$ cat config.mk
export PLATFORM = sky130hd
export DESIGN_NAME = cko_ctrl_top
export DESIGN_NICKNAME = d
export VERILOG_FILES = /design/src/include/cko_pkg.sv /design/src/include/cko_field_if.sv /design/src/cko_ctrl_top.sv /design/src/cko_out_gate.sv /design/src/cko_sync.sv
export VERILOG_INCLUDE_DIRS = /design/src /design/src/include
export SDC_FILE = /design/constraint.sdc
export NUM_CORES = 1
export LEC_CHECK = 0
export BUFFER_PORTS_ARGS = -buffer_cell sky130_fd_sc_hd__buf_2
export CAP_MARGIN = 10
export CORE_MARGIN = 2
export CORE_UTILIZATION = 38
export DETAILED_ROUTE_END_ITERATION = 6
export PLACE_DENSITY = 0.59
export SYNTH_ARGS = -nofsm -noshare
export SYNTH_HDL_FRONTEND = slang
export SYNTH_SLANG_ARGS = --single-unit
$ cat constraint.sdc
create_clock -name mclk_in -period 3.25 [get_ports mclk_in]
set_input_delay 0.65 -clock mclk_in [delete_from_list [all_inputs] [get_ports mclk_in]]
set_output_delay 0.65 -clock mclk_in [all_outputs]
set_load 0.02 [all_outputs]
$ cat src/include/cko_cfg.svh
// cko_cfg.svh: register map constants of the clock output control bank
`ifndef CKO_CFG_SVH
`define CKO_CFG_SVH
`define CKO_SLAVE_ADDR 7'h69
`define CKO_NUM_REGS 7'h07
`define CKO_BLOCK_COUNT 8'h07
`define CKO_OFF_FREQ_SRC 3'h0
`define CKO_OFF_SPREAD_CFG 3'h1
`define CKO_OFF_SE_EN 3'h2
`define CKO_OFF_UPPER_EN 3'h3
`define CKO_OFF_LOWER_EN 3'h4
`define CKO_OFF_CREQ_AD 3'h5
`define CKO_OFF_CREQ_EH 3'h6
`define CKO_RST_FREQ_SRC 8'h01
`define CKO_RST_SPREAD_CFG 8'h03
`define CKO_RST_SE_EN 8'hff
`define CKO_RST_UPPER_EN 8'hff
`define CKO_RST_LOWER_EN 8'hff
`define CKO_RST_CREQ_AD 8'h00
`define CKO_RST_CREQ_EH 8'h00
`define CKO_WM_FREQ_SRC 8'h17
`define CKO_WM_SPREAD_CFG 8'h7e
`define CKO_WM_UPPER_EN 8'hfd
`define CKO_WM_CREQ_EH 8'hf3
`define CKO_WM_FULL 8'hff
`define CKO_PIN_RST 18'h301ff
`define CKO_B_MGMT 4
`define CKO_B_MAIN_SEL 2
`define CKO_B_STORAGE_SEL 1
`define CKO_B_KEEP 0
`define CKO_B_A_MODE 6
`define CKO_B_C_MODE 5
`define CKO_B_A_SPREAD 1
`define CKO_B_C_SPREAD 0
`define CKO_B_PANEL_STP 1
`define CKO_B_PCIE_STP 0
`endif

$ cat src/include/cko_pkg.sv
// cko_pkg.sv: types shared by the clock output control bank
package cko_pkg;
  typedef logic [6:0][7:0] cko_bank_t;
  typedef enum logic [4:0] {
    CKO_IDLE = 5'h01,
    CKO_RX = 5'h02,
    CKO_RACK = 5'h04,
    CKO_TX = 5'h08,
    CKO_TACK = 5'h10
  } cko_bus_st_t;
  typedef enum logic [1:0] {
    CKO_PH_ADDR = 2'h0,
    CKO_PH_CMD = 2'h1,
    CKO_PH_COUNT = 2'h2,
    CKO_PH_DATA = 2'h3
  } cko_phase_t;
  typedef struct packed {
    logic ref_en;
    logic usb_en;
    logic free_pci_out0_en;
    logic [4:0] pci_en;
    logic [11:0] src_en;
    logic [1:0] cpu_en;
    logic dot_clock_96_en;
    logic panel_clock_100_en;
  } cko_en_t;
endpackage

$ cat src/include/cko_field_if.sv
// cko_field_if.sv: register fields to the output gating and enables back
`timescale 1ns/1ps
interface cko_field_if;
  import cko_pkg::*;
  cko_bank_t regs;
  logic gfx_strap;
  cko_en_t en;
  modport bank(output regs, output gfx_strap, input en);
  modport gate(input regs, input gfx_strap, output en);
endinterface

$ cat src/cko_ctrl_top.sv
// cko_ctrl_top.sv: clock output control register bank behind its bus slave
`timescale 1ns/1ps
// Function
// - byte0 7:5 read latched frequency straps
// - mode bit set by write or stop combination
// - source select bit picks main pcie pll
// - storage clock source bit, main or second
// - keep bit saves config across power down
// - shared output route forced by graphics strap
// - spread mode bits, down or center
// - pll config code applies only when source select bit clear
// - single-ended output enables, reset on
// - upper pcie output enables, reset on
// - lower pcie and cpu enables, reset on
// - spread modulation enables, reset on
// - request a enable and route 0/2
// - request b enable and route 1/4
// - request c enable and route 0/2
// - request d enable and route 1/4
// - requests e to h tied fixed
// - panel clock stoppable by pci stop
// - pcie clocks stoppable by pci stop
// - answer only bus address d2
// - command bit7 byte access, else block
// - registers load defaults at power up
`include "cko_cfg.svh"
module cko_ctrl_top
  import cko_pkg::*;
(
  input wire logic mclk_in,
  input wire logic srst_in,
  input wire logic smb_clk_in,
  input wire logic smb_data_in,
  output logic smb_data_out,
  output logic smb_data_oe_out,
  input wire logic [2:0] cpu_freq_strap_in,
  input wire logic graphics_clock_strap_in,
  input wire logic power_good_in,
  input wire logic power_down_in,
  input wire logic cpu_stop_in,
  input wire logic pci_stop_n_in,
  input wire logic [7:0] clkreq_n_in,
  output cko_en_t clk_en_out,
  output logic mgmt_engine_mode_out,
  output logic pcie_main_source_sel_out,
  output logic storage_clock_source_sel_out,
  output logic shared_out0_route_out,
  output logic pll_a_spread_mode_out,
  output logic pll_c_spread_mode_out,
  output logic pll_a_spread_on_out,
  output logic pll_c_spread_on_out,
  output logic [3:0] pll_c_cfg_out,
  output logic pll_c_cfg_apply_out
);
  typedef struct packed {
    cko_bus_st_t st;
    cko_phase_t ph;
    logic [3:0] bits;
    logic [7:0] sh;
    logic rd;
    logic blk;
    logic cnt_sent;
    logic nack;
    logic [6:0] idx;
    logic oe;
    logic lvl;
    logic scl_d;
    logic sda_d;
    cko_bank_t regs;
    logic [2:0] fs;
    logic gfx;
    logic strap_done;
    logic pd_d;
    logic route;
    logic apply;
    cko_en_t en;
  } cko_top_st_t;

  localparam cko_bank_t DEF = {`CKO_RST_CREQ_EH, `CKO_RST_CREQ_AD, `CKO_RST_LOWER_EN,
    `CKO_RST_UPPER_EN, `CKO_RST_SE_EN, `CKO_RST_SPREAD_CFG, `CKO_RST_FREQ_SRC};

  cko_top_st_t r_reg, r_next;
  logic [17:0] pin_q;
  logic scl, sda, pgood, pd, cstop, pstop_n, gfx_pin;
  logic [2:0] fs_pin;
  logic [7:0] creq_n;
  logic rise, fall, start, stop, load;
  logic [7:0] tx;

  cko_field_if fld();

  cko_sync #(
    .W(18),
    .RST(`CKO_PIN_RST)
  ) u_sync (
    .mclk_in(mclk_in),
    .srst_in(srst_in),
    .d_in({smb_clk_in, smb_data_in, cpu_freq_strap_in, graphics_clock_strap_in, power_good_in,
      power_down_in, cpu_stop_in, pci_stop_n_in, clkreq_n_in}),
    .q_out(pin_q)
  );

  cko_out_gate u_gate (
    .fld(fld.gate),
    .clkreq_n_in(creq_n),
    .pci_stop_n_in(pstop_n)
  );

  assign scl = pin_q[17];
  assign sda = pin_q[16];
  assign fs_pin = pin_q[15:13];
  assign gfx_pin = pin_q[12];
  assign pgood = pin_q[11];
  assign pd = pin_q[10];
  assign cstop = pin_q[9];
  assign pstop_n = pin_q[8];
  assign creq_n = pin_q[7:0];
  assign fld.regs = r_reg.regs;
  assign fld.gfx_strap = r_reg.gfx;

  function automatic logic [7:0] rd_byte(input cko_bank_t b, input logic [6:0] i,
                                         input logic [2:0] f, input logic g);
    logic [7:0] v;
    v = 8'h00;
    if (i == 7'h00) begin
      v = {f, b[0][4:0]};
    end else if (i == 7'h01) begin
      v = {!g, b[1][6:0]};
    end else if (i < `CKO_NUM_REGS) begin
      v = b[i[2:0]];
    end
    return v;
  endfunction

  function automatic logic [7:0] wr_mask(input logic [2:0] i);
    logic [7:0] m;
    m = `CKO_WM_FULL;
    if (i == `CKO_OFF_FREQ_SRC) m = `CKO_WM_FREQ_SRC;
    if (i == `CKO_OFF_SPREAD_CFG) m = `CKO_WM_SPREAD_CFG;
    if (i == `CKO_OFF_UPPER_EN) m = `CKO_WM_UPPER_EN;
    if (i == `CKO_OFF_CREQ_EH) m = `CKO_WM_CREQ_EH;
    return m;
  endfunction

  assign rise = scl && !r_reg.scl_d;
  assign fall = !scl && r_reg.scl_d;
  assign start = scl && r_reg.scl_d && r_reg.sda_d && !sda;
  assign stop = scl && r_reg.scl_d && !r_reg.sda_d && sda;

  always_comb begin
    r_next = r_reg;
    load = 1'b0;
    tx = 8'h00;
    r_next.scl_d = scl;
    r_next.sda_d = sda;
    r_next.pd_d = pd;
    r_next.en = fld.en;
    r_next.route = !r_reg.gfx;
    r_next.apply = !r_reg.regs[0][`CKO_B_MAIN_SEL];
    // one-shot strap capture at the first power good
    if (pgood && !r_reg.strap_done) begin
      r_next.fs = fs_pin;
      r_next.gfx = gfx_pin;
      r_next.strap_done = 1'b1;
    end
    if (start) begin
      r_next.st = CKO_RX;
      r_next.ph = CKO_PH_ADDR;
      r_next.bits = 4'h0;
      r_next.oe = 1'b0;
    end else if (stop) begin
      r_next.st = CKO_IDLE;
      r_next.oe = 1'b0;
    end else begin
      unique case (r_reg.st)
        CKO_IDLE: begin
        end
        CKO_RX: begin
          if (rise) begin
            r_next.sh = {r_reg.sh[6:0], sda};
            r_next.bits = r_reg.bits + 4'h1;
          end else if (fall && r_reg.bits == 4'h8) begin
            r_next.st = CKO_RACK;
            r_next.oe = 1'b1;
            unique case (r_reg.ph)
              CKO_PH_ADDR: begin
                if (r_reg.sh[7:1] != `CKO_SLAVE_ADDR) begin
                  r_next.st = CKO_IDLE;
                  r_next.oe = 1'b0;
                end else begin
                  r_next.rd = r_reg.sh[0];
                  r_next.cnt_sent = 1'b0;
                  r_next.ph = CKO_PH_CMD;
                end
              end
              CKO_PH_CMD: begin
                r_next.blk = !r_reg.sh[7];
                r_next.idx = r_reg.sh[7] ? r_reg.sh[6:0] : 7'h00;
                r_next.ph = r_reg.sh[7] ? CKO_PH_DATA : CKO_PH_COUNT;
              end
              CKO_PH_COUNT: begin
                r_next.ph = CKO_PH_DATA;
              end
              CKO_PH_DATA: begin
                if (r_reg.idx < `CKO_NUM_REGS) begin
                  // reserved and strap bits keep their value
                  r_next.regs[r_reg.idx[2:0]] = (r_reg.regs[r_reg.idx[2:0]] & ~wr_mask(r_reg.idx[2:0]))
                    | (r_reg.sh & wr_mask(r_reg.idx[2:0]));
                end
                r_next.idx = r_reg.idx + 7'h01;
              end
            endcase
          end
        end
        CKO_RACK: begin
          if (fall) begin
            r_next.oe = 1'b0;
            r_next.bits = 4'h0;
            if (r_reg.rd) begin
              load = 1'b1;
            end else begin
              r_next.st = CKO_RX;
            end
          end
        end
        CKO_TX: begin
          if (fall) begin
            if (r_reg.bits == 4'h8) begin
              r_next.oe = 1'b0;
              r_next.st = CKO_TACK;
            end else begin
              r_next.sh = {r_reg.sh[6:0], 1'b0};
              r_next.oe = !r_reg.sh[6];
              r_next.bits = r_reg.bits + 4'h1;
            end
          end
        end
        CKO_TACK: begin
          if (rise) begin
            r_next.nack = sda;
          end else if (fall) begin
            if (r_reg.nack) begin
              r_next.st = CKO_IDLE;
            end else begin
              load = 1'b1;
            end
          end
        end
      endcase
    end
    // next byte out: block reads lead with the byte count
    if (load) begin
      if (r_reg.blk && !r_reg.cnt_sent) begin
        tx = `CKO_BLOCK_COUNT;
      end else begin
        tx = rd_byte(r_reg.regs, r_reg.idx, r_reg.fs, r_reg.gfx);
        r_next.idx = r_reg.idx + 7'h01;
      end
      r_next.cnt_sent = 1'b1;
      r_next.sh = tx;
      r_next.oe = !tx[7];
      r_next.bits = 4'h1;
      r_next.st = CKO_TX;
    end
    if (pd && !r_reg.pd_d && !r_reg.regs[0][`CKO_B_KEEP]) begin
      r_next.regs = DEF;
    end
    if (pd && cstop && !pstop_n) begin
      r_next.regs[0][`CKO_B_MGMT] = 1'b1;
    end
  end

  always_ff @(posedge mclk_in) begin
    if (srst_in) begin
      r_reg <= '0;
      r_reg.st <= CKO_IDLE;
      r_reg.ph <= CKO_PH_ADDR;
      r_reg.regs <= DEF;
      r_reg.scl_d <= 1'b1;
      r_reg.sda_d <= 1'b1;
      r_reg.route <= 1'b1;
      r_reg.apply <= 1'b1;
    end else begin
      r_reg <= r_next;
    end
  end

  assign smb_data_out = r_reg.lvl;
  assign smb_data_oe_out = r_reg.oe;
  assign clk_en_out = r_reg.en;
  assign mgmt_engine_mode_out = r_reg.regs[0][`CKO_B_MGMT];
  assign pcie_main_source_sel_out = r_reg.regs[0][`CKO_B_MAIN_SEL];
  assign storage_clock_source_sel_out = r_reg.regs[0][`CKO_B_STORAGE_SEL];
  assign shared_out0_route_out = r_reg.route;
  assign pll_a_spread_mode_out = r_reg.regs[1][`CKO_B_A_MODE];
  assign pll_c_spread_mode_out = r_reg.regs[1][`CKO_B_C_MODE];
  assign pll_a_spread_on_out = r_reg.regs[4][`CKO_B_A_SPREAD];
  assign pll_c_spread_on_out = r_reg.regs[4][`CKO_B_C_SPREAD];
  assign pll_c_cfg_out = r_reg.regs[1][4:1];
  assign pll_c_cfg_apply_out = r_reg.apply;
endmodule

$ cat src/cko_out_gate.sv
// cko_out_gate.sv: per-output enables from fields, requests and stop
`timescale 1ns/1ps
`include "cko_cfg.svh"
module cko_out_gate
  import cko_pkg::*;
(
  cko_field_if.gate fld,
  input wire logic [7:0] clkreq_n_in,
  input wire logic pci_stop_n_in
);
  logic [7:0] b2, b3, b4, b5, b6;
  logic [11:0] hold, src;
  logic pstop;
  always_comb begin
    b2 = fld.regs[`CKO_OFF_SE_EN];
    b3 = fld.regs[`CKO_OFF_UPPER_EN];
    b4 = fld.regs[`CKO_OFF_LOWER_EN];
    b5 = fld.regs[`CKO_OFF_CREQ_AD];
    b6 = fld.regs[`CKO_OFF_CREQ_EH];
    pstop = !pci_stop_n_in;
    hold = 12'h000;
    // an enabled request that is released stops its mapped output
    if (b5[7] && clkreq_n_in[0]) hold[b5[6] ? 2 : 0] = 1'b1;
    if (b5[5] && clkreq_n_in[1]) hold[b5[4] ? 4 : 1] = 1'b1;
    if (b5[3] && clkreq_n_in[2]) hold[b5[2] ? 2 : 0] = 1'b1;
    if (b5[1] && clkreq_n_in[3]) hold[b5[0] ? 4 : 1] = 1'b1;
    if (b6[7] && clkreq_n_in[4]) hold[6] = 1'b1;
    if (b6[6] && clkreq_n_in[5]) hold[8] = 1'b1;
    if (b6[5] && clkreq_n_in[6]) hold[9] = 1'b1;
    if (b6[4] && clkreq_n_in[7]) hold[10] = 1'b1;
    src = {b3[7:2], 1'b0, b3[0], b4[7:6], b4[5] & fld.gfx_strap, b4[4] & fld.gfx_strap};
    src = src & ~hold;
    if (b6[`CKO_B_PCIE_STP] && pstop) src = 12'h000;
    fld.en.src_en = src;
    fld.en.ref_en = b2[7];
    fld.en.usb_en = b2[6];
    fld.en.free_pci_out0_en = b2[5];
    fld.en.pci_en = b2[4:0];
    fld.en.cpu_en = b4[3:2];
    fld.en.dot_clock_96_en = b4[4] & !fld.gfx_strap;
    fld.en.panel_clock_100_en = b4[5] & !fld.gfx_strap & !(b6[`CKO_B_PANEL_STP] && pstop);
  end
endmodule

$ cat src/cko_sync.sv
// cko_sync.sv: three-stage pin synchroniser with agreement filter
`timescale 1ns/1ps
module cko_sync
  import cko_pkg::*;
#(
  parameter int W = 1,
  parameter logic [W-1:0] RST = '0
) (
  input wire logic mclk_in,
  input wire logic srst_in,
  input wire logic [W-1:0] d_in,
  output logic [W-1:0] q_out
);
  typedef struct packed {
    logic [W-1:0] s1;
    logic [W-1:0] s2;
    logic [W-1:0] s3;
    logic [W-1:0] q;
  } cko_sync_st_t;
  cko_sync_st_t r_reg, r_next;
  always_comb begin
    r_next = r_reg;
    r_next.s1 = d_in;
    r_next.s2 = r_reg.s1;
    r_next.s3 = r_reg.s2;
    // take a new level only once stages two and three agree
    r_next.q = (r_reg.s2 & r_reg.s3) | (r_reg.q & (r_reg.s2 ^ r_reg.s3));
  end
  always_ff @(posedge mclk_in) begin
    if (srst_in) begin
      r_reg <= {RST, RST, RST, RST};
    end else begin
      r_reg <= r_next;
    end
  end
  assign q_out = r_reg.q;
endmodule

After elaboration in Yosys (flattened, before gate mapping)
Cells that the tools add are included.
Widths: inputs -> output; s select.

word-level totals
  register bits = 193
  input bits = 20
  output and inout port bits = 39
  logic and storage cells = 328

cells by class
  add/subtract/negate cells = 2
  order comparisons = 11
  equality and inequality tests = 58
  muxes and demuxes = 112
  bitwise operators = 22
  reductions and logical operators = 82

operators by type and width
  operator             number
  $mux 8               21
  $ge 32x1->1 const B  4
  $lt 32x6->1 const B  4
  $mux 12              7
  $mux 5               16
  $bwmux 56            1
  $ne 4x4->1 const B   13
  $ne 5x5->1 const B   9
  $and 18x18->18       2
  $or 12x12->12        3
  $mux 7               5
  $mux 1               32
  $reduce_and 10->1    3
  $reduce_and 6->1     5
  $logic_and 1x1->1    29
  $reduce_and 7->1     4
  $ne 2x2->1 const B   13
  $mux 25              1
  $bmux 8 s3           1
  $demux 8 s3          1
  $reduce_bool 3->1    7
  $pmux 5 s4           1
  $mux 19              1
  $mux 3               6
  55 further kinds     98

Longest topological paths before layout
  depth in word-level cells = 25
  mapped depth = 10
  gate-level depth less buffers = 8

Cells and area by module
From an unflattened synthesis, not the netlist that was laid out.

unflattened totals
  cell total of the unflattened synthesis = 975
  area total of the unflattened synthesis = 8949.8 um2

by module, submodules not included
  module        times used  cells an instance  area each (um2)  sequential area each (um2)
  cko_ctrl_top  1           736                6286.0           2422.3
  cko_sync      1           195                2362.3           1441.4
  cko_out_gate  1           44                 301.5            0.0

Worst setup path after synthesis
No wires, ideal clock.

  path kind = flip-flop to flip-flop
  start = register r_reg[119] (netlist name)
  end = register, netlist name pll_c_spread_on_out
  setup time = 0.140 ns
  arrival = 2.267 ns
  required time = 3.110 ns
  slack = 0.843 ns
  stages on the path, launching flop included = 10
  buffers on the path = 3
  clock period less this slack = 2.407 ns
  cells stage by stage = dfxtp_1 -> buf_2 -> or4b_1 -> buf_2 -> nor4_4 -> nor3b_4 -> nand2_2 -> buf_2 -> nand2_1 -> o211ai_2

on the way
  longest elaborated chain between the ends = 2

ends and longest elaborated chain
  element                     line                 source
  start: declaration          cko_ctrl_top.sv:82   cko_top_st_t r_reg, r_next;
  start signal: assignment    cko_ctrl_top.sv:284  r_reg <= r_next;
  $eq 5x2->1                  cko_ctrl_top.sv:175  unique case (r_reg.st)
  $reduce_and 7->1 (no line)  --

No other way between the ends.
A chain may end at the register's enable or synchronous reset.

Final worst setup path
  start = register r_reg[111] (netlist name)
  end = register, netlist name mgmt_engine_mode_out

on the way
  longest elaborated chain between the ends = 4

ends and longest elaborated chain
  element                      line                 source
  $eq 4x4->1                   cko_ctrl_top.sv:182  end else if (fall && r_reg.bits == 4'h8) begin
  $logic_and 1x1->1            cko_ctrl_top.sv:182
  $reduce_bool 3->1 (no line)  --
  $reduce_and 7->1 (no line)   --

No other way between the ends.

==> results.py <==
metrics = {
    "sta": {
        "final.setup.tns_ns": 0,
        "slew_headroom": 0.3922,
        "skew_ns": 0.01698,
        "drv_slew": 0,
        "period_minus_slack_ns": 2.763,
        "hold_viol_final": 0,
        "clock.fmax_mhz": 361.9,
        "finalSetupViolCount": 0,
        "finalCritPeriodShare": 0.8502,
        "rsz0062_at_grt": "false",
        "worst_slew_pin_slew_ns": 0.9108,
    },
    "floorplanning": {
        "die_area_um2": 23010,
        "core-area_um2": 21620,
        "std_cell_rows": 54,
        "die_w_um": 151.7,
        "pin_count": 59,
        "die_height_um": 151.7,
        "start_util": 0.3834,
    },
    "power_and_ir_drop": {
        "switching_share": 0.2549,
        "clockPowerShare": 0.446,
        "intPower_mw": 3.507,
        "p_total_mw": 4.706,
        "power.density_nw_per_um2": 505.5,
        "p_leak_nw": 3.574,
        "vdd_ir_drop_max_mv": 0.3469,
        "p_switching_mw": 1.200,
        "p_seq_frac": 0.516,
        "p_comb_frac": 0.037,
    },
    "synth": {
        "synth.top_cells.by_area": "dfxtp_1, ha_1, nand2_1",
        "synthFlopType": "dfxtp_1",
        "synth_top_area_cell": "dfxtp_1",
        "synth-edff-count": 0,
        "async_flop_share": 0,
        "netlist_instances": 908,
        "yosysWarnings": 0,
        "synth_cell_type_count": 67,
        "synth_top_area_share": 0.4636,
        "ys_seq_area_frac": 0.4636,
        "synth_area_um2": 8290,
        "ys_ff_latch": 192,
        "syn_avg_cell_area_um2": 9.130,
    },
    "clocking": {
        "clk_path_buf_depth": 2,
        "postCtsSetupRepairBufs": 0,
        "clk_pin_slew_ns": 0.08,
        "clk_latency_ns": 0.44,
        "cts_max_level": 4,
        "cts_tree": "yes",
        "cts_resized": 0,
        "hold_buffers": 0,
        "cts-buffers-inserted": 17,
        "cts_sinks": 192,
        "cts_root_buffer": "clkbuf_16",
    },
    "global_routing": {
        "grt_use_total": 0.1965,
        "grt_pass1_vias": 6008,
        "grt_remaining_overflow": 0,
        "grt_pass1_wl_mm": 34.22,
        "grt_max_degree": 98,
        "grt_antenna_before_repair": 1,
    },
    "finish": {
        "largest_reg_flops": 45,
        "antennaDiodeCount": 0,
        "final_nets": 981,
        "final_layout_size_suffix_gt1_frac": 0.1894,
        "syn_to_final_growth_pct": 12.30,
    },
    "run_status": {
        "outcome": "finished, final reports clean",
    },
    "place": {
        "gp_congestion": 0.9659,
        "portBuffers": 56,
        "dp_hpwl_mm": 15.68,
    },
    "drt": {
        "drc": 0,
        "routed_wl_mm": 21.92,
        "vias": 6571,
        "ant_nets": 0,
        "drtIter0Drc": 573,
        "avgRoutedWirePerCell_um": 17.89,
        "vias_per_cell": 5.364,
        "drt_first_pass_iters": 5,
    },
    "worst_hold_path": {
        "worst_hold_path_type": "in -> reg",
    },
    "worst_setup_path": {
        "endpoint_kind": "register",
        "start_kind": "register",
        "cp.required_ns": 3.58,
        "cp_data_arrival_time_ns": 3.10,
        "critPathKind": "reg -> reg",
        "path_max_fanout": 8,
    },
    "run": {
        "maxCapViolations": 0,
    },
}
==> worst max-delay path, stage by stage (launching register included) <==
cell,delay (ns)
dfxtp_1,0.34
inv_1,0.08
ha_1,0.17
nor4b_1,0.48
nand3_1,0.26
nor3_1,0.25
buf_4,0.18
and2_1,0.31
mux2_2,0.38
a32o_1,0.20
==> placed cells by master, fill, tap and decap left out, types with 7 or more instances in the layout <==
master / count
o21ai_1: 10
buf_4: 30
clkbuf_16: 17
nand2b_1: 8
nor2_1: 64
inv_1: 12
o211ai_1: 17
nand3_1: 41
a211oi_1: 11
and3_1: 11
dfxtp_1: 192
buf_2: 55
a311oi_1: 7
nor2b_1: 42
ha_1: 29
a22oi_1: 7
nor3_1: 10
mux2_2: 8
mux2i_1: 26
o21ai_0: 19
a21oi_1: 57
nand2_1: 94
a211o_1: 12
or2_2: 41
and2_1: 7
==> layer usage <==
metal | GRT usage | up-vias | wire length (um)
met5 | 0 | - | 13
met4 | 0.09213 | 2 | 659
met3 | 0.03473 | 42 | 1529
met2 | 0.2948 | 246 | 9459
met1 | 0.2735 | 3061 | 10250
li1 | - | 3220 | -
==> path summary, 6_finish.rpt <==
path,start,to,slack [ns],cells past startpoint
worst max-delay path,r_reg[111],mgmt_engine_mode_out,0.49,9
worst min-delay path,clkreq_n_in[1],u_sync.r_next[37],0.39,2
worst max register to register,r_reg[111],mgmt_engine_mode_out,0.49,9
worst min register to register,u_sync.r_next[53],u_sync.r_next[35],0.41,1
==> final cells by class <==
class,count,area [um2]
flip-flops and latches,192,3844
fillers,2162,12310
clock inverters,15,165.2
inverters,12,45.04
multi-input cells,624,3980
well taps,280,350.3
clock buffers,17,425.4
repair buffers,85,500.5
==> cell families (layout without fill, tap and decap cells) <==
group,count (synthesis),after routing,share of synthesized area
buffers and inverters,93,129,0.05705
multiplexers,34,34,0.04226
XOR/XNOR,4,4,0.004225
AO/OA/AOI/OAI,190,190,0.1574
adder cells (fa/ha/maj),29,29,0.04377
AND/OR/NAND/NOR,365,365,0.2312
flip-flops,192,192,0.4636
other,1,2,0.0004523
==> stage by stage <==
stage               hold slack (ns)  utilization  area [um2]  cells  worst slack, ns
floorplan                    0.3895            -        8294    909           0.8435
global placement             0.3924       0.4033        8720   1193           0.6709
detailed placement           0.3944       0.4033        8720   1193           0.5783
CTS                          0.3681       0.4306        9310   1225           0.5223
global route                 0.3751       0.4306        9310   1225           0.3068
finish                       0.3856       0.4306        9310   1225           0.4867
==> power by group through the flow <==
stage / Sequential (mW) / Clock (mW) / Combinational [mW]
after global routing: 2.44 / 2.25 / 0.198
after CTS: 2.43 / 2.16 / 0.179
after detailed placement: 2.49 / 0 / 0.178
after floorplan: 2.47 / 0 / 0.147
final: 2.43 / 2.10 / 0.175
after global placement: 2.49 / 0 / 0.178
==> cell usage after synthesis (all sizes together), types with 7 or more instances <==
library cell,instances
nand2b,8
a21oi,57
nand2,96
nand3,42
a211oi,11
dfxtp,192
nor2b,42
o211ai,20
mux2i,26
and3,11
or2,46
inv,12
mux2,8
ha,29
buf,48
a22oi,7
nor3b,7
nor3,11
nor2,65
a211o,12
o21ai,29
a311oi,7
and2,7
clkbuf,33
Power figures use the tool's default switching activity.
